===== src/rtl/cascaded_timer_defs.vh =====
// Function
// - timer mode: 16-bit counter on prescaled clock
// - after start, period match raises irq, clears
// - period compare has no shadow, immediate
// - source clock choices per speed mode
// - event mode counts external falling edges
// - PWM: duty match toggles flip-flop, keeps counting
// - PWM overflow toggles, clears, raises irq
// - init bit presets flip-flop; reset clears it
// - PWM pin is inverse of flip-flop
// - duty staged while running, moved on irq
// - duty read during PWM shows old value
// - stop holds pin; init bit changes later
`ifndef CASCADED_TIMER_DEFS_VH
`define CASCADED_TIMER_DEFS_VH

// register byte addresses
`define OFS_LOWER_CTL     8'h00
`define OFS_UPPER_CTL     8'h04
`define OFS_PERIOD_LOW    8'h08
`define OFS_PERIOD_HIGH   8'h0C
`define OFS_DUTY_LOW      8'h10
`define OFS_DUTY_HIGH     8'h14
`define OFS_CLOCK_CONFIG  8'h18
`define OFS_STATUS        8'h1C
`define OFS_COUNT         8'h20

// lower control fields
`define SRC_SEL_LSB       4
`define SRC_SEL_MSB       6
// upper control fields
`define MODE_LSB          0
`define MODE_MSB          2
`define RUN_BIT           3
`define INIT_BIT          7
// clock config fields
`define DIV_STAGE_BIT     0
`define LOW_SPEED_BIT     1

// reset values
`define CTL_RESET         8'h00
`define CMP_RESET         16'h0000

// modes held in the upper control mode field
`define MODE_TIMER16      3'h4
`define MODE_PWM16        3'h6

// source clock selects
`define SRC_SLOWEST       3'h0
`define SRC_DIV7          3'h1
`define SRC_DIV5          3'h2
`define SRC_DIV3          3'h3
`define SRC_FS            3'h4
`define SRC_DIV1          3'h5
`define SRC_FC            3'h6
`define SRC_EXTERNAL      3'h7

// divider exponents of the prescaler taps
`define EXP_SLOWEST       11
`define EXP_DIV7          7
`define EXP_DIV5          5
`define EXP_DIV3          3
`define EXP_FS_DIV        3
// system clock cycles per low-frequency clock period
`define FS_DIV_DEFAULT    610

`endif


===== src/rtl/falling_edge_sync.v =====
`timescale 1ns/100ps
// two-flop synchroniser with falling-edge pulse
module falling_edge_sync (
   input  wire sys_clk_in,    // system clock
   input  wire reset_in,      // synchronous reset, active high
   input  wire pin_in,        // asynchronous pin level
   output wire fall_out       // one-cycle pulse on falling edge
);
   reg meta_reg;
   reg sync_reg;
   reg last_reg;

   // first flop is read only by the second
   always @(posedge sys_clk_in) begin
      if (reset_in) begin
         meta_reg <= 1'b1;
         sync_reg <= 1'b1;
         last_reg <= 1'b1;
      end else begin
         meta_reg <= pin_in;
         sync_reg <= meta_reg;
         last_reg <= sync_reg;
      end
   end

   // falling edge of the synchronised level
   assign fall_out = last_reg & ~sync_reg;
endmodule // falling_edge_sync


===== src/rtl/source_clock_select.v =====
`timescale 1ns/100ps
`include "cascaded_timer_defs.vh"
// prescaler and source clock multiplexer
module source_clock_select #(
   parameter FS_DIV = `FS_DIV_DEFAULT  // cycles per low-frequency period
) (
   input  wire       sys_clk_in,  // system clock, taken as fc
   input  wire       reset_in,    // synchronous reset, active high
   input  wire [2:0] sel_in,      // source select
   input  wire       div_stage_in, // slowest tap from fs chain
   input  wire       low_speed_in, // low-speed run or idle
   input  wire       ext_fall_in, // external falling edge pulse
   output reg        tick_out     // one-cycle count enable
);
   reg [10:0] pre_reg;
   reg [15:0] fs_cnt_reg;
   reg [2:0]  fs_pre_reg;
   wire       fs_tick;
   wire       fs8_tick;

   // free-running fc prescaler and fs generator
   always @(posedge sys_clk_in) begin
      if (reset_in) begin
         pre_reg    <= 11'h000;
         fs_cnt_reg <= 16'h0000;
         fs_pre_reg <= 3'h0;
      end else begin
         pre_reg <= pre_reg + 11'h001;
         if (fs_tick) begin
            fs_cnt_reg <= 16'h0000;
            fs_pre_reg <= fs_pre_reg + 3'h1;
         end else begin
            fs_cnt_reg <= fs_cnt_reg + 16'h0001;
         end
      end
   end

   assign fs_tick  = (fs_cnt_reg == FS_DIV[15:0] - 16'h0001);
   assign fs8_tick = fs_tick & (&fs_pre_reg);

   // low-speed modes allow only fs/8 among internal taps
   always @* begin
      if (sel_in == `SRC_EXTERNAL) begin
         tick_out = ext_fall_in;
      end else if (low_speed_in) begin
         tick_out = (sel_in == `SRC_SLOWEST || sel_in == `SRC_FS) ? fs8_tick : 1'b0;
      end else begin
         case (sel_in)
            `SRC_SLOWEST: tick_out = div_stage_in ? fs8_tick : (&pre_reg[`EXP_SLOWEST-1:0]);
            `SRC_DIV7:    tick_out = &pre_reg[`EXP_DIV7-1:0];
            `SRC_DIV5:    tick_out = &pre_reg[`EXP_DIV5-1:0];
            `SRC_DIV3:    tick_out = &pre_reg[`EXP_DIV3-1:0];
            `SRC_FS:      tick_out = fs_tick;
            `SRC_DIV1:    tick_out = pre_reg[0];
            `SRC_FC:      tick_out = 1'b1;
            default:      tick_out = 1'b0;
         endcase
      end
   end
endmodule // source_clock_select


===== src/rtl/cascaded_timer.v =====
`timescale 1ns/100ps
`include "cascaded_timer_defs.vh"
// cascaded 16-bit timer, event counter and PWM generator
module cascaded_timer #(
   parameter FS_DIV = `FS_DIV_DEFAULT     // cycles per low-frequency period
) (
   input  wire        sys_clk_in,         // system clock, 20 MHz
   input  wire        reset_in,           // synchronous reset, active high
   input  wire        psel_in,            // apb select
   input  wire        penable_in,         // apb enable
   input  wire        pwrite_in,          // apb write
   input  wire [7:0]  paddr_in,           // apb byte address
   input  wire [31:0] pwdata_in,          // apb write data
   output wire        pready_out,         // apb ready
   output reg  [31:0] prdata_out,         // apb read data
   output reg         pslverr_out,        // apb error, unmapped address
   input  wire        external_count_input_in, // external count pin
   output wire        inverted_pwm_pin_out,    // inverted flip-flop pin
   output reg         cascade_match_irq_out    // one-cycle interrupt request
);

   // software-visible registers
   reg  [7:0]  lower_ctl_reg;
   reg  [7:0]  upper_ctl_reg;
   reg  [15:0] period_reg;
   reg  [15:0] duty_stage_reg;
   reg  [15:0] duty_active_reg;
   reg  [1:0]  clock_cfg_reg;

   // engine state
   reg  [15:0] count_reg;
   reg  [15:0] count_next;
   reg         output_flipflop_reg;
   reg         output_flipflop_next;
   reg         irq_next;
   reg  [15:0] duty_active_next;
   reg  [15:0] duty_stage_next;

   wire        ext_fall;
   wire        src_tick;
   wire        running;
   wire        pwm_mode;
   wire        timer_mode;
   wire [2:0]  mode;
   wire [15:0] count_inc;

   // apb decode
   wire        apb_setup;
   wire        apb_write;
   wire        addr_mapped;

   assign mode       = upper_ctl_reg[`MODE_MSB:`MODE_LSB];
   assign running    = upper_ctl_reg[`RUN_BIT];
   assign pwm_mode   = (mode == `MODE_PWM16);
   assign timer_mode = (mode == `MODE_TIMER16);
   assign count_inc  = count_reg + 16'h0001;

   // external pin passes two flops before use
   falling_edge_sync falling_edge_sync_inst (
      .sys_clk_in (sys_clk_in),
      .reset_in   (reset_in),
      .pin_in     (external_count_input_in),
      .fall_out   (ext_fall)
   );

   // one tick per count step from the selected source
   source_clock_select #(
      .FS_DIV (FS_DIV)
   ) source_clock_select_inst (
      .sys_clk_in   (sys_clk_in),
      .reset_in     (reset_in),
      .sel_in       (lower_ctl_reg[`SRC_SEL_MSB:`SRC_SEL_LSB]),
      .div_stage_in (clock_cfg_reg[`DIV_STAGE_BIT]),
      .low_speed_in (clock_cfg_reg[`LOW_SPEED_BIT]),
      .ext_fall_in  (ext_fall),
      .tick_out     (src_tick)
   );

   // zero-wait slave: read data is captured in the setup cycle
   assign apb_setup  = psel_in & ~penable_in;
   assign apb_write  = psel_in & penable_in & pwrite_in;
   assign pready_out = 1'b1;

   assign addr_mapped = (paddr_in == `OFS_LOWER_CTL)    || (paddr_in == `OFS_UPPER_CTL)   ||
                        (paddr_in == `OFS_PERIOD_LOW)   || (paddr_in == `OFS_PERIOD_HIGH) ||
                        (paddr_in == `OFS_DUTY_LOW)     || (paddr_in == `OFS_DUTY_HIGH)   ||
                        (paddr_in == `OFS_CLOCK_CONFIG) || (paddr_in == `OFS_STATUS)      ||
                        (paddr_in == `OFS_COUNT);

   // duty readback: during PWM output the value in use until the next irq
   wire [15:0] duty_view;
   assign duty_view = (pwm_mode && running) ? duty_active_reg : duty_stage_reg;

   // read data and error latched in setup, stable through access
   always @(posedge sys_clk_in) begin
      if (reset_in) begin
         prdata_out  <= 32'h0000_0000;
         pslverr_out <= 1'b0;
      end else if (apb_setup) begin
         pslverr_out <= ~addr_mapped;
         case (paddr_in)
            `OFS_LOWER_CTL:    prdata_out <= {24'h00_0000, lower_ctl_reg};
            `OFS_UPPER_CTL:    prdata_out <= {24'h00_0000, upper_ctl_reg};
            `OFS_PERIOD_LOW:   prdata_out <= {24'h00_0000, period_reg[7:0]};
            `OFS_PERIOD_HIGH:  prdata_out <= {24'h00_0000, period_reg[15:8]};
            `OFS_DUTY_LOW:     prdata_out <= {24'h00_0000, duty_view[7:0]};
            `OFS_DUTY_HIGH:    prdata_out <= {24'h00_0000, duty_view[15:8]};
            `OFS_CLOCK_CONFIG: prdata_out <= {30'h0000_0000, clock_cfg_reg};
            `OFS_STATUS:       prdata_out <= {30'h0000_0000, running, output_flipflop_reg};
            `OFS_COUNT:        prdata_out <= {16'h0000, count_reg};
            default:           prdata_out <= 32'h0000_0000;
         endcase
      end
   end

   // control and compare registers, written at the access edge
   always @(posedge sys_clk_in) begin
      if (reset_in) begin
         lower_ctl_reg <= `CTL_RESET;
         upper_ctl_reg <= `CTL_RESET;
         period_reg    <= `CMP_RESET;
         clock_cfg_reg <= 2'b00;
      end else if (apb_write) begin
         case (paddr_in)
            `OFS_LOWER_CTL:    lower_ctl_reg <= pwdata_in[7:0];
            `OFS_UPPER_CTL:    upper_ctl_reg <= pwdata_in[7:0];
            // no shadow stage: match sees the new byte next cycle
            `OFS_PERIOD_LOW:   period_reg[7:0]  <= pwdata_in[7:0];
            `OFS_PERIOD_HIGH:  period_reg[15:8] <= pwdata_in[7:0];
            `OFS_CLOCK_CONFIG: clock_cfg_reg <= pwdata_in[1:0];
            default:           clock_cfg_reg <= clock_cfg_reg;
         endcase
      end
   end

   // duty staging: bytes land in the stage register
   always @* begin
      duty_stage_next = duty_stage_reg;
      if (apb_write && paddr_in == `OFS_DUTY_LOW) begin
         duty_stage_next[7:0] = pwdata_in[7:0];
      end
      if (apb_write && paddr_in == `OFS_DUTY_HIGH) begin
         duty_stage_next[15:8] = pwdata_in[7:0];
      end
   end

   // counting engine
   always @* begin
      count_next           = count_reg;
      output_flipflop_next = output_flipflop_reg;
      irq_next             = 1'b0;
      duty_active_next     = duty_active_reg;

      if (!running) begin
         // stopped: counter cleared, flip-flop held
         count_next = 16'h0000;
         // stopped duty writes move straight to the active register
         duty_active_next = duty_stage_next;
      end else if (src_tick && pwm_mode) begin
         if (count_reg == 16'hFFFF) begin
            // overflow ends the period
            count_next           = 16'h0000;
            output_flipflop_next = ~output_flipflop_reg;
            irq_next             = 1'b1;
            // staged duty taken on the interrupt event
            duty_active_next     = duty_stage_reg;
         end else begin
            // duty match toggles and counting goes on
            count_next = count_inc;
            if (count_inc == duty_active_reg) begin
               output_flipflop_next = ~output_flipflop_reg;
            end
         end
      end else if (src_tick && timer_mode) begin
         // one 16-bit up-counter, internal or external source
         if (count_inc == period_reg) begin
            count_next = 16'h0000;
            irq_next   = 1'b1;
         end else begin
            count_next = count_inc;
         end
      end

      // init bit presets the flip-flop only on writes made while stopped;
      // the stopping write itself leaves the level alone
      if (apb_write && paddr_in == `OFS_UPPER_CTL && !running) begin
         output_flipflop_next = pwdata_in[`INIT_BIT];
      end
   end

   // engine state registers
   always @(posedge sys_clk_in) begin
      if (reset_in) begin
         count_reg             <= 16'h0000;
         output_flipflop_reg   <= 1'b0;
         duty_stage_reg        <= `CMP_RESET;
         duty_active_reg       <= `CMP_RESET;
         cascade_match_irq_out <= 1'b0;
      end else begin
         count_reg             <= count_next;
         output_flipflop_reg   <= output_flipflop_next;
         duty_stage_reg        <= duty_stage_next;
         duty_active_reg       <= duty_active_next;
         cascade_match_irq_out <= irq_next;
      end
   end

   // pin shows the inverse of the flip-flop
   assign inverted_pwm_pin_out = ~output_flipflop_reg;

endmodule // cascaded_timer


===== config.mk =====
export PLATFORM = sky130hd
export DESIGN_NAME = cascaded_timer
export DESIGN_NICKNAME = d
export VERILOG_FILES = /design/src/rtl/falling_edge_sync.v /design/src/rtl/source_clock_select.v /design/src/rtl/cascaded_timer.v
export VERILOG_INCLUDE_DIRS = /design/src /design/src/rtl
export SDC_FILE = /design/constraint.sdc
export NUM_CORES = 1
export LEC_CHECK = 0
export BUFFER_PORTS_ARGS = -buffer_cell sky130_fd_sc_hd__buf_2
export CAP_MARGIN = 40
export CORE_ASPECT_RATIO = 1.5
export CORE_MARGIN = 2
export CORE_UTILIZATION = 30
export CTS_CLUSTER_SIZE = 10
export DETAILED_ROUTE_END_ITERATION = 12
export HOLD_SLACK_MARGIN = 0.15
export SLEW_MARGIN = 20
export SYNTH_ARGS = -nofsm -noshare
export SYNTH_HDL_FRONTEND = slang
export SYNTH_SLANG_ARGS = --single-unit

===== constraint.sdc =====
create_clock -name sys_clk_in -period 2.7 [get_ports sys_clk_in]
set_input_delay 0.54 -clock sys_clk_in [delete_from_list [all_inputs] [get_ports sys_clk_in]]
set_output_delay 0.54 -clock sys_clk_in [all_outputs]
set_load 0.005 [all_outputs]

==> run summary <==
Starting Density: 0.304
layout net count: 1058
Layout area overhead: 20.8%
CTS tree: done
Clock Sink Count: 134
root buf cell: clkbuf_16
Synth Instances: 929
Syn Area/Cell: 7.94 um2
IR drop worst, VDD: 373 uV
Synth Area in Adders: 0.0136
Synth Area in XOR/XNOR: 0.0653
DRT antenna net count: 0
die area: 25900 um2
fill cell count: 2531
status: finished clean
Synth Flop Type: dfxtp_1
Die H: 196 um
first-pass detailed-route iteration total: 6
Iter 0 DRT Violations: 454
total track usage: 0.182
Die X: 132 um
crit path max fanout: 7
register area share after synthesis: 0.364
slew margin rel.: 0.253
async set-or-reset flop fraction in the synthesized netlist: 0
first-pass GRT wire length: 36400 um
CP Launch Type: flip-flop
CP Class: flip-flop to flip-flop
Slew Viols, Final: 0
routability-driven placement congestion ratio: 0.960
# setup viols final: 0
non-filler cells, final: 1341
post-synthesis compound-gate area fraction: 0.159
site row count: 70
RSZ-0062 raised after global routing: true
Post-Route WL: 23800 um
commonest non-fill, non-tap cells in the layout: 134 x dfxtp_1, 112 x nand2_1, 105 x a21oi_1
placed cell area: 8190 um2
min Tclk post-route: 2.60 ns
final instance area: 8910 um2
P per Cell Area: 510 nW/um2
layout cells sized above 1: 0.193
H-tree depth: 4
CTS clock-pin slew for the worst setup and hold paths: 0.07 ns
vias in the first global route: 6754
largest net degree at the start of global routing: 75
Synth Register Bits: 134
DRC Markers: 0
Core Region: 24300 um2
Lkg Pwr: 3.43 nW
final hold vios: 0
WP data required: 3.02 ns
CTS max path bufs: 2
clk_skew: 0.00935 ns
DR WL/cell: 17.7 um
Synth Cell Area: 7380 um2
Hold Path Class: input port to flip-flop
most common cell after layout, fill and taps aside: dfxtp_1
I/O pin cnt: 82
critical path arrival: 2.92 ns
largest family of logic cells by synthesized area: simple AND/OR/NAND/NOR gates
Via Count: 7131
IO buf count: 40
vias per cell: 5.32
period utilization: 0.963
Max Cap Violations: 0
mux cell area share after synthesis: 0.0587
Synth Area in Simple Gates: 0.265
Multi-input gate area: 4260 um2
Placed Cells: 1304
cts hold-fix bufs: 0
register area: 2680 um2
grt ovf: 0
initial antenna violation count: 0
Post-synth EDFFs: 0
Yosys warnings: 0
Worst Tran Pin Value: 1.12 ns
critical path capture point type: flip-flop
Fmax achieved: 0.385 GHz
Pwr Total: 0.00454 W
n_diodes: 0
Clk Latency, worst-skew pair: 0.43 ns
distinct cell type count after synthesis: 77
HPWL after detailed placement: 17700 um
Num CTS Buffers: 17
## cell usage after synthesis (4+ instances only)
cell	instances	area, um2
dfxtp_1	134	2680
nand2_1	113	424
a21oi_1	106	531
nor2_1	95	357
nand3_1	80	400
clkbuf_1	42	158
mux2i_1	35	350
xnor2_1	30	263
xor2_1	25	219
o21ai_0	20	100
buf_4	19	143
inv_1	16	60.1
nand4_1	16	100
and3_1	13	81.3
nor2b_1	13	81.3
buf_6	11	124
a22oi_1	10	75.1
nor3_1	10	50.1
a31oi_1	9	56.3
ha_1	8	100
or2_2	7	43.8
or3_1	7	43.8
a221oi_1	6	52.6
nor4_1	6	37.5
a222oi_1	5	50.1
and2_1	5	31.3
buf_2	5	25.0
a211oi_1	4	30.0
a32oi_1	4	35.0
mux2_2	4	45.0
o22ai_1	4	25.0
## where the power goes
part / switching [W] / internal, W / leakage [nW]
Clock: 0.00101 / 0.00140 / 0.294
Sequential: 0.00000882 / 0.00199 / 1.08
Combinational: 0.0000946 / 0.0000357 / 2.06
## critical path, cell delays in order (launching register included)
cell	delay, ns
dfxtp_1	0.35
buf_4	0.12
buf_4	0.17
nand3_1	0.13
xnor2_1	0.19
o2111ai_1	0.15
a311o_1	0.37
nor4_2	0.34
a31o_2	0.23
nor3_1	0.05
buf_4	0.17
a22o_1	0.22
## stage by stage
stage	worst slack (ns)	utilization	hold slack, ns	setup TNS, ns
finish	0.101	0.367	0.285	0
global route	-0.0235	0.367	0.277	-0.101
CTS	0.0278	0.362	0.269	0
detailed placement	0.0430	0.337	0.395	0
global placement	0.0912	0.337	0.395	0
floorplan	0.0724	-	0.389	0
## cell families (layout without fill, tap and decap cells)
logic type / after synthesis / in the layout
compound gates: 193 / 193
mux: 41 / 41
other cells: 2 / 17
flops: 134 / 134
buf+inv: 98 / 171
fa+ha+maj: 8 / 8
simple gates: 398 / 398
xor+xnor: 55 / 55
## metal layers
metal,vias up,GRT usage,part of all wire
met4,0,0.156,0.084
li1,3407,-,-
met5,-,0,0
met3,104,0.0336,0.047
met1,3381,0.184,0.38
met2,239,0.322,0.49
## area by class of cell
cell class	instances	area share
Multi-Input combinational cell	712	0.478
Sequential cell	134	0.301
Timing Repair Buffer	123	0.100
Clock buffer	17	0.0478
Tap cell	324	0.0455
Clock inverter	15	0.0204
Inverter	16	0.00674
## path summary, 6_finish.rpt
kind                                                 startpoint                         endpoint  slack, ns  depth (start not counted)
worst min register to register  falling_edge_sync_inst.meta_reg  falling_edge_sync_inst.sync_reg       0.41                          1
worst max-delay path                               count_reg[0]                     count_reg[2]       0.10                         11
worst min-delay path                    external_count_input_in  falling_edge_sync_inst.meta_reg       0.28                          2
worst max register to register                     count_reg[0]                     count_reg[2]       0.10                         11
## timing repair
item	CTS	global route
setup endpoints to repair	0	27
gates resized for setup	0	12
setup buffers	0	4
Power figures use the tool's default switching activity.
